[src/core/tdzm_defs.svh]
`ifndef TDZM_DEFS_SVH
`define TDZM_DEFS_SVH

// clock period of the block
`define TDZM_CLK_NS 20

// falling-edge blanking time in diode mode (least time, rounds up)
`define TDZM_BLANK_NS 200
`define TDZM_BLANK_CYC ((`TDZM_BLANK_NS + `TDZM_CLK_NS - 1) / `TDZM_CLK_NS)

// flag delay after command rise (least time, rounds up)
`define TDZM_FLAG_DLY_NS 60
`define TDZM_FLAG_DLY_CYC ((`TDZM_FLAG_DLY_NS + `TDZM_CLK_NS - 1) / `TDZM_CLK_NS)

// flag pulse width (least time, rounds up)
`define TDZM_FLAG_WD_NS 100
`define TDZM_FLAG_WD_CYC ((`TDZM_FLAG_WD_NS + `TDZM_CLK_NS - 1) / `TDZM_CLK_NS)

// reverse conduction minimum time per drive strength code
`define TDZM_REV_NS_0 40
`define TDZM_REV_NS_1 60
`define TDZM_REV_NS_2 80
`define TDZM_REV_NS_3 100
`define TDZM_REV_CYC_0 ((`TDZM_REV_NS_0 + `TDZM_CLK_NS - 1) / `TDZM_CLK_NS)
`define TDZM_REV_CYC_1 ((`TDZM_REV_NS_1 + `TDZM_CLK_NS - 1) / `TDZM_CLK_NS)
`define TDZM_REV_CYC_2 ((`TDZM_REV_NS_2 + `TDZM_CLK_NS - 1) / `TDZM_CLK_NS)
`define TDZM_REV_CYC_3 ((`TDZM_REV_NS_3 + `TDZM_CLK_NS - 1) / `TDZM_CLK_NS)

// output reset values
`define TDZM_GATE_RST 1'h0
`define TDZM_FAULT_N_RST 1'h0
`define TDZM_FLAG_RST 1'h0
`define TDZM_RAIL_RST 1'h0

`endif

[src/core/tdzm_pkg.sv]
package tdzm_pkg;

   // diode-mode machine states
   typedef enum logic [1:0] {
      DS_IDLE    = 2'b00,
      DS_BLANK   = 2'b01,
      DS_WATCH   = 2'b10,
      DS_CONDUCT = 2'b11
   } tdzm_dstate_t;

   // start-up sequencer states
   typedef enum logic [1:0] {
      SU_WAIT  = 2'b00,
      SU_BUILD = 2'b01,
      SU_RUN   = 2'b10
   } tdzm_su_t;

endpackage

[src/core/tdzm_tmr_if.sv]
`timescale 1ns/1ns
`default_nettype none

// start/length request and busy/done answer of one interval timer
interface tdzm_tmr_if #(parameter int TW = 8);
   logic start;
   logic [TW-1:0] len;
   logic busy;
   logic done;
   modport owner (output start, output len, input busy, input done);
   modport timer (input start, input len, output busy, output done);
endinterface

`default_nettype wire

[src/core/tdzm_sync.sv]
`timescale 1ns/1ns
`default_nettype none

module tdzm_sync #(
   parameter int W = 1
) (
   input wire logic clk,
   input wire logic nrst,
   input wire logic [W-1:0] d,
   output logic [W-1:0] q
);
   logic [W-1:0] meta_reg;

   // two stages; only the second stage is read downstream
   always_ff @(posedge clk or negedge nrst) begin
      if (!nrst) begin
         meta_reg <= '0;
         q <= '0;
      end else begin
         meta_reg <= d;
         q <= meta_reg;
      end
   end
endmodule

`default_nettype wire

[src/core/tdzm_tmr.sv]
`timescale 1ns/1ns
`default_nettype none

module tdzm_tmr #(
   parameter int TW = 8
) (
   input wire logic clk,
   input wire logic nrst,
   tdzm_tmr_if.timer t
);
   logic [TW-1:0] cnt_reg;

   // a start reloads even while busy, so a new request restarts the interval
   always_ff @(posedge clk or negedge nrst) begin
      if (!nrst) begin
         cnt_reg <= '0;
      end else if (t.start) begin
         cnt_reg <= t.len;
      end else if (cnt_reg != '0) begin
         cnt_reg <= cnt_reg - TW'(1);
      end
   end

   // done is high for one cycle, len cycles after the start cycle
   assign t.busy = (cnt_reg != '0);
   assign t.done = (cnt_reg == TW'(1));
endmodule

`default_nettype wire

[src/core/tdzm_top.sv]
// Behaviour
// RQ1: in diode mode a command falling edge forces state 1, transistor off
// RQ2: state 1 waits out the blanking time, then goes to state 2
// RQ3: blanking is a fixed count, never waits for positive drain voltage
// RQ4: state 2 keeps transistor off, moves to state 3 on negative drain
// RQ5: entering over-temperature shutdown starts the machine in state 2
// RQ6: state 3 turns transistor on, returns to state 2 on forward current
// RQ7: state 3 to 2 switches off; state 1 to 2 stays off
// RQ8: without command activity only states 2 and 3 alternate
// RQ9: every new falling edge restarts blanking; repeats are not blocked
// RQ10: controller should switch a device already in shutdown first
// RQ11: on command rise, check drain has been below zero this cycle
// RQ12: confirmed soft switch gives one fixed-width pulse after fixed delay
// RQ13: reverse conduction shorter than minimum time gives no pulse
// RQ14: hard or partial hard switching keeps flag low that cycle
// RQ15: minimum reverse conduction time depends on drive strength setting
// RQ16: fault output low while supply builds at power-on
// RQ17: rails build above upper threshold, halt below lower threshold
// RQ18: both rails good releases fault high and enables switching
// RQ19: fault clears only when both temperatures are below trip points
// RQ20: diode machine idle in driver shutdown, resumes when it clears
// RQ21: blanking, flag delay and flag width are parameterised counters
`include "tdzm_defs.svh"
`timescale 1ns/1ns
`default_nettype none

module tdzm_top #(
   parameter int TW = 8,
   parameter int BLANK_CYC = `TDZM_BLANK_CYC,
   parameter int FLAG_DLY_CYC = `TDZM_FLAG_DLY_CYC,
   parameter int FLAG_WD_CYC = `TDZM_FLAG_WD_CYC
) (
   input wire logic clk,
   input wire logic nrst,
   input wire logic sw_cmd_in,
   input wire logic drain_neg_in,
   input wire logic drain_fwd_cur_in,
   input wire logic overtemp_shutdown_in,
   input wire logic drv_overtemp_in,
   input wire logic vdd_above_hi_in,
   input wire logic vdd_below_lo_in,
   input wire logic pos_rail_ok_in,
   input wire logic neg_rail_ok_in,
   input wire logic [1:0] drive_strength_in,
   output logic gate_on,
   output logic fault_n,
   output logic zero_voltage_flag_out,
   output logic rail_enable,
   output logic thermal_diode_mode,
   output logic [1:0] diode_state
);

   // reverse conduction minimum in cycles for a drive strength code
   function automatic logic [7:0] rev_min_cyc(input logic [1:0] s);
      logic [7:0] r;
      r = 8'(`TDZM_REV_CYC_0);
      case (s)
         2'h1: r = 8'(`TDZM_REV_CYC_1);
         2'h2: r = 8'(`TDZM_REV_CYC_2);
         2'h3: r = 8'(`TDZM_REV_CYC_3);
         default: r = 8'(`TDZM_REV_CYC_0);
      endcase
      return r;
   endfunction

   logic cmd_s;
   logic neg_s;
   logic fwd_s;
   logic got_s;
   logic dot_s;
   logic vhi_s;
   logic vlo_s;
   logic pok_s;
   logic nok_s;
   logic [1:0] str_s;
   logic cmd_d_reg;
   logic cmd_fall;
   logic cmd_rise;
   logic run;
   logic diode_en;
   logic zv_ok;
   logic [7:0] neg_cnt_reg;
   tdzm_pkg::tdzm_dstate_t dstate_reg;
   tdzm_pkg::tdzm_dstate_t dstate_next;
   tdzm_pkg::tdzm_su_t su_reg;
   tdzm_pkg::tdzm_su_t su_next;
   logic gate_next;
   logic fault_n_next;

   tdzm_tmr_if #(.TW(TW)) blank_t ();
   tdzm_tmr_if #(.TW(TW)) dly_t ();
   tdzm_tmr_if #(.TW(TW)) wid_t ();

   // every pin is asynchronous to clk
   tdzm_sync #(.W(11)) u_sync (
      .clk(clk),
      .nrst(nrst),
      .d({sw_cmd_in, drain_neg_in, drain_fwd_cur_in, overtemp_shutdown_in,
          drv_overtemp_in, vdd_above_hi_in, vdd_below_lo_in, pos_rail_ok_in,
          neg_rail_ok_in, drive_strength_in}),
      .q({cmd_s, neg_s, fwd_s, got_s, dot_s, vhi_s, vlo_s, pok_s, nok_s,
          str_s})
   );

   // command edge detection on the synchronised level
   always_ff @(posedge clk or negedge nrst) begin
      if (!nrst) begin
         cmd_d_reg <= 1'h0;
      end else begin
         cmd_d_reg <= cmd_s;
      end
   end

   assign cmd_fall = cmd_d_reg & ~cmd_s;
   assign cmd_rise = ~cmd_d_reg & cmd_s;
   assign run = (su_reg == tdzm_pkg::SU_RUN);
   // driver shutdown suspends the diode machine entirely
   assign diode_en = run & got_s & ~dot_s; // RQ20

   // start-up sequencer: lower threshold always wins over upper
   always_comb begin
      su_next = su_reg;
      case (su_reg)
         tdzm_pkg::SU_WAIT: begin
            if (vhi_s && !vlo_s) begin
               su_next = tdzm_pkg::SU_BUILD; // RQ17
            end
         end
         tdzm_pkg::SU_BUILD: begin
            if (vlo_s) begin
               su_next = tdzm_pkg::SU_WAIT; // RQ17
            end else if (pok_s && nok_s) begin
               su_next = tdzm_pkg::SU_RUN; // RQ18
            end
         end
         tdzm_pkg::SU_RUN: begin
            if (vlo_s) begin
               su_next = tdzm_pkg::SU_WAIT;
            end
         end
         default: su_next = tdzm_pkg::SU_WAIT;
      endcase
   end

   always_ff @(posedge clk or negedge nrst) begin
      if (!nrst) begin
         su_reg <= tdzm_pkg::SU_WAIT;
      end else begin
         su_reg <= su_next;
      end
   end

   // rails only build outside the wait state
   always_ff @(posedge clk or negedge nrst) begin
      if (!nrst) begin
         rail_enable <= `TDZM_RAIL_RST;
      end else begin
         rail_enable <= (su_next != tdzm_pkg::SU_WAIT); // RQ17
      end
   end

   // blanking timer restarts on every falling edge
   assign blank_t.start = diode_en & cmd_fall; // RQ9 RQ21
   assign blank_t.len = TW'(BLANK_CYC);

   tdzm_tmr #(.TW(TW)) u_blank (
      .clk(clk),
      .nrst(nrst),
      .t(blank_t)
   );

   // diode machine; a falling edge beats every transition but the drop to idle when disabled
   always_comb begin
      dstate_next = dstate_reg;
      if (!diode_en) begin
         dstate_next = tdzm_pkg::DS_IDLE; // RQ20
      end else if (cmd_fall) begin
         dstate_next = tdzm_pkg::DS_BLANK; // RQ1 RQ9
      end else begin
         case (dstate_reg)
            tdzm_pkg::DS_IDLE: dstate_next = tdzm_pkg::DS_WATCH; // RQ5
            tdzm_pkg::DS_BLANK: begin
               // fixed count only, so a missing drain rise cannot hang it
               if (blank_t.done) begin
                  dstate_next = tdzm_pkg::DS_WATCH; // RQ2 RQ3
               end
            end
            tdzm_pkg::DS_WATCH: begin
               if (neg_s) begin
                  dstate_next = tdzm_pkg::DS_CONDUCT; // RQ4 RQ8
               end
            end
            tdzm_pkg::DS_CONDUCT: begin
               if (fwd_s) begin
                  dstate_next = tdzm_pkg::DS_WATCH; // RQ6 RQ8
               end
            end
            default: dstate_next = tdzm_pkg::DS_IDLE;
         endcase
      end
   end

   always_ff @(posedge clk or negedge nrst) begin
      if (!nrst) begin
         dstate_reg <= tdzm_pkg::DS_IDLE;
      end else begin
         dstate_reg <= dstate_next;
      end
   end

   // gate follows the command normally, the diode machine in shutdown
   always_comb begin
      gate_next = 1'h0;
      if (!run || dot_s) begin
         gate_next = 1'h0;
      end else if (got_s) begin
         gate_next = (dstate_next == tdzm_pkg::DS_CONDUCT); // RQ1 RQ6 RQ7
      end else begin
         gate_next = cmd_s; // RQ18
      end
   end

   // fault is low until ready and while either sensor is hot
   assign fault_n_next = (su_next == tdzm_pkg::SU_RUN) & ~got_s & ~dot_s;

   always_ff @(posedge clk or negedge nrst) begin
      if (!nrst) begin
         gate_on <= `TDZM_GATE_RST;
         fault_n <= `TDZM_FAULT_N_RST;
         thermal_diode_mode <= 1'h0;
         diode_state <= 2'h0;
      end else begin
         gate_on <= gate_next;
         fault_n <= fault_n_next; // RQ16 RQ18 RQ19
         thermal_diode_mode <= (dstate_next != tdzm_pkg::DS_IDLE);
         diode_state <= dstate_next;
      end
   end

   // length of the current reverse conduction, saturating
   always_ff @(posedge clk or negedge nrst) begin
      if (!nrst) begin
         neg_cnt_reg <= 8'h00;
      end else if (!neg_s) begin
         neg_cnt_reg <= 8'h00;
      end else if (neg_cnt_reg != 8'hff) begin
         neg_cnt_reg <= neg_cnt_reg + 8'h01;
      end
   end

   // drain still below zero and long enough at the command rise
   assign zv_ok = neg_s & (neg_cnt_reg >= rev_min_cyc(str_s)); // RQ11 RQ13 RQ14 RQ15

   assign dly_t.start = cmd_rise & run & ~got_s & ~dot_s & zv_ok; // RQ12
   assign dly_t.len = TW'(FLAG_DLY_CYC);
   assign wid_t.start = dly_t.done;
   assign wid_t.len = TW'(FLAG_WD_CYC);

   tdzm_tmr #(.TW(TW)) u_dly (
      .clk(clk),
      .nrst(nrst),
      .t(dly_t)
   );

   tdzm_tmr #(.TW(TW)) u_wid (
      .clk(clk),
      .nrst(nrst),
      .t(wid_t)
   );

   // pulse rises after the delay and lasts exactly the width count
   always_ff @(posedge clk or negedge nrst) begin
      if (!nrst) begin
         zero_voltage_flag_out <= `TDZM_FLAG_RST;
      end else if (dly_t.done) begin
         zero_voltage_flag_out <= 1'h1; // RQ12
      end else if (wid_t.done) begin
         zero_voltage_flag_out <= 1'h0; // RQ12
      end
   end

   // helper counters read only by the checks below
   logic [7:0] st1_cnt;
   logic [7:0] flag_cnt;

   always_ff @(posedge clk or negedge nrst) begin
      if (!nrst) begin
         st1_cnt <= 8'h00;
      end else if (dstate_reg == tdzm_pkg::DS_BLANK && !blank_t.start) begin
         st1_cnt <= st1_cnt + 8'h01;
      end else begin
         st1_cnt <= 8'h00;
      end
   end

   always_ff @(posedge clk or negedge nrst) begin
      if (!nrst) begin
         flag_cnt <= 8'h00;
      end else if (zero_voltage_flag_out) begin
         flag_cnt <= flag_cnt + 8'h01;
      end else begin
         flag_cnt <= 8'h00;
      end
   end
endmodule

`default_nettype wire

[config.mk]
export PLATFORM = sky130hd
export DESIGN_NAME = tdzm_top
export DESIGN_NICKNAME = d
export VERILOG_FILES = /design/src/core/tdzm_pkg.sv /design/src/core/tdzm_tmr_if.sv /design/src/core/tdzm_sync.sv /design/src/core/tdzm_tmr.sv /design/src/core/tdzm_top.sv
export VERILOG_INCLUDE_DIRS = /design/src /design/src/core
export SDC_FILE = /design/constraint.sdc
export NUM_CORES = 1
export LEC_CHECK = 0
export BUFFER_PORTS_ARGS = -buffer_cell sky130_fd_sc_hd__buf_2
export CORE_MARGIN = 2
export CORE_UTILIZATION = 52
export DETAILED_ROUTE_END_ITERATION = 10
export PLACE_DENSITY = 0.73
export SYNTH_ARGS = -nofsm -noshare
export SYNTH_HDL_FRONTEND = slang
export SYNTH_SLANG_ARGS = --single-unit
export TNS_END_PERCENT = 1
[constraint.sdc]
create_clock -name clk -period 2.8 [get_ports clk]
set_clock_uncertainty 0.2 [all_clocks]
set_input_delay 0.56 -clock clk [delete_from_list [all_inputs] [get_ports clk]]
set_output_delay 0.56 -clock clk [all_outputs]
set_load 0.02 [all_outputs]
==> run_results.csv <==
group,metric,value,unit
finish,filler_cell_count,442,
clock_tree,holdBufCountCts,0,
global_routing,grt_pass1_vias,1738,
clock_tree,clk_pin_slew,0.07,ns
floorplan,dieArea,0.00593,sq mm
synth,async_flop_share,100,%
clock_tree,cts_buffers,9,
synth,synth_flop_cell,"dfrtp_1",
drt,totalWireLength,4.43,mm
synth,netlist_area,0.00277,sq mm
finish,antenna_cells,0,
finish,syn2layout_area_growth,13.7,%
place,placed_area,0.00296,sq mm
global_routing,antenna_found_initial,0,
sta,fin_tns_setup,0,ns
worst_setup_path,crit_type,"flop to flop",
synth,syn_nets,270,
drt,antenna_left,0,
clock_tree,tritoncts,"done",
synth,ys_warn_count,0,
sta,tightest_slew,0.629,ns
floorplan,initial_core_util,53.9,%
finish,fin_area,0.00315,sq mm
sta,timing.fmax,488,MHz
sta,grt_setup_unrepaired,"false",
drt,vias,1839,
floorplan,die_x,77.0,microns
run,cap_violations,0,
clock_tree,cts_resized,0,
pwr,p_leak,1.44,nW
global_routing,grt_max_degree,65,
clock_tree,clkLatencyLatePin,0.33,ns
drt,wl_per_cell,12.7,microns
place,place_hpwl,3.00,mm
finish,seqCellArea,0.00160,sq mm
synth,synthCells,247,
worst_setup_path,cp_data_required_time,2.81,ns
drt,first_pass_iters,4,
sta,post-route-period-util,73.2,%
clock_tree,cts_sinks,64,
synth,synth-edff-count,0,
global_routing,overflow,0,
worst_setup_path,worstSetupEndpointType,"flop",
place,io_buffer_count,19,
sta,slew_violations,0,
place,gp_routability_congestion,0.756,
worst_setup_path,worstPathArrival,2.06,ns
floorplan,die_h,77.0,microns
synth,ys_seq_elements,64,
finish,multi_input_area,0.00109,sq mm
pwr,irDropWorstVdd,0.574,mV
global_routing,grt_pass1_wl,7.94,mm
finish,drive_gt1_share,17.3,%
pwr,power.density,921,mW/mm^2
sta,min_period,2.05,ns
hold_path,hp-class,"input pin to asynchronous set/reset pin",
synth,ys_seq_area_share,57.8,%
drt,drt-initial-drc-count,143,
outcome,status,"finished clean",
sta,finalHoldViolations,0,
floorplan,core,0.00514,sq mm
worst_setup_path,critPathMaxFanout,5,
synth,ys_types,42,
synth,avgSynthCellArea,11.2,sq um
worst_setup_path,cp-start-kind,"flop",
clock_tree,post-cts-setup-buffers,0,
clock_tree,clockRootBuffer,"clkbuf_8",
sta,relSlewSlack,57.9,%
drt,drc,0,
clock_tree,ctsLongestPathBuffers,2,
drt,vias_per_cell,5.28,
floorplan,rows,26,
clock_tree,h-tree-depth,3,
floorplan,io_pins,20,
finish,layout.nets,296,
global_routing,grt_use_total,17.1,%
sta,setup_viol,0,
[cell usage after synthesis (all sizes together), types with 5 or more instances]
library cell,n,area share (%)
inv,17,2.3
and3,5,1.1
a21oi,18,3.4
xnor2,9,2.8
ha,10,4.5
dfrtp,64,58
o211ai,6,1.6
nor4,10,3.2
nand3,9,1.6
nor2,18,2.4
nor3,10,1.8
nand2,8,1.1
o21ai,9,1.6
[cells by family after synthesis]
| group | count (synthesis) | synth area share, % |
|---|---|---|
| buf+inv | 22 | 3.02 |
| xor+xnor | 12 | 3.79 |
| compound gates | 52 | 12.5 |
| flops | 64 | 57.8 |
| mux | 2 | 0.722 |
| fa+ha+maj | 10 | 4.51 |
| simple gates | 85 | 17.7 |
[metal layers]
layer | GRT usage (%) | wire [microns] | vias to the layer above
met5 | 0 | 0 | -
met4 | 8.04 | 85 | 0
met3 | 4.59 | 148 | 7
met2 | 24.8 | 2030 | 23
met1 | 24.2 | 2170 | 866
li1 | - | - | 943
[power breakdown]
part | internal, mW | total [mW] | switching, mW
Clock | 0.410 | 0.769 | 0.359
Sequential | 1.14 | 1.40 | 0.262
Combinational | 0.363 | 0.736 | 0.373
[cell usage in the layout, fill, tap and decap left out, drive strengths merged, types with 3 or more instances in the layout]
cell type  count
nand4          3
dfrtp         64
a311oi         3
inv           17
or3b           3
a31oi          3
nor3          10
o21ai          9
xnor2          9
buf           20
a21oi         18
or2            4
o211ai         6
clkinv         4
nor4          10
a21o           4
xor2           3
nand3          9
ha            10
nand2b         4
nor2          18
nand2          8
clkbuf         9
and3           5
[final cells by class]
type	count	area share, %
flip-flops and latches	64	50.8
multi-input cells	161	34.5
clock buffers	9	3.93
repair buffers	20	3.65
well taps	70	2.78
clock inverters	7	2.30
inverters	17	2.02
[stage by stage]
step	utilization (%)	setup slack [ns]	power (mW)	std cells	hold slack (ns)
4_1_cts	61.3	0.751	2.93	348	0.0269
5_1_grt	61.3	0.604	3.13	348	0.0435
2_1_floorplan	-	0.868	1.96	247	0.0644
3_5_place_dp	57.5	0.759	2.15	332	0.135
3_3_place_gp	57.5	0.806	2.12	332	0.133
6_report	61.3	0.750	2.90	348	0.0152
[worst paths after layout]
check,startpoint,end,slack (ns),depth (start not counted)
min in group clk,vdd_above_hi_in,u_sync.meta_reg[5]$_DFF_PN0_,0.13,1
max,u_blank.cnt_reg[1]$_DFFE_PN0P_,u_blank.cnt_reg[6]$_DFFE_PN0P_,0.75,6
min reg2reg,u_sync.meta_reg[6]$_DFF_PN0_,u_sync.q[6]$_DFF_PN0_,0.14,0
max reg2reg,u_blank.cnt_reg[1]$_DFFE_PN0P_,u_blank.cnt_reg[6]$_DFFE_PN0P_,0.75,6
min,nrst,thermal_diode_mode$_DFF_PN0_,0.02,2
max in group asynchronous,nrst,u_sync.q[1]$_DFF_PN0_,2.10,2
[critical path: stages (launching register included)]
cell and delay, ns:
dfrtp_1 0.40, inv_1 0.11, ha_1 0.24, or3b_2 0.51, nor4_1 0.26, xnor2_1 0.16, nor2_1 0.05
Note: power is estimated with default switching activity, not from simulation.
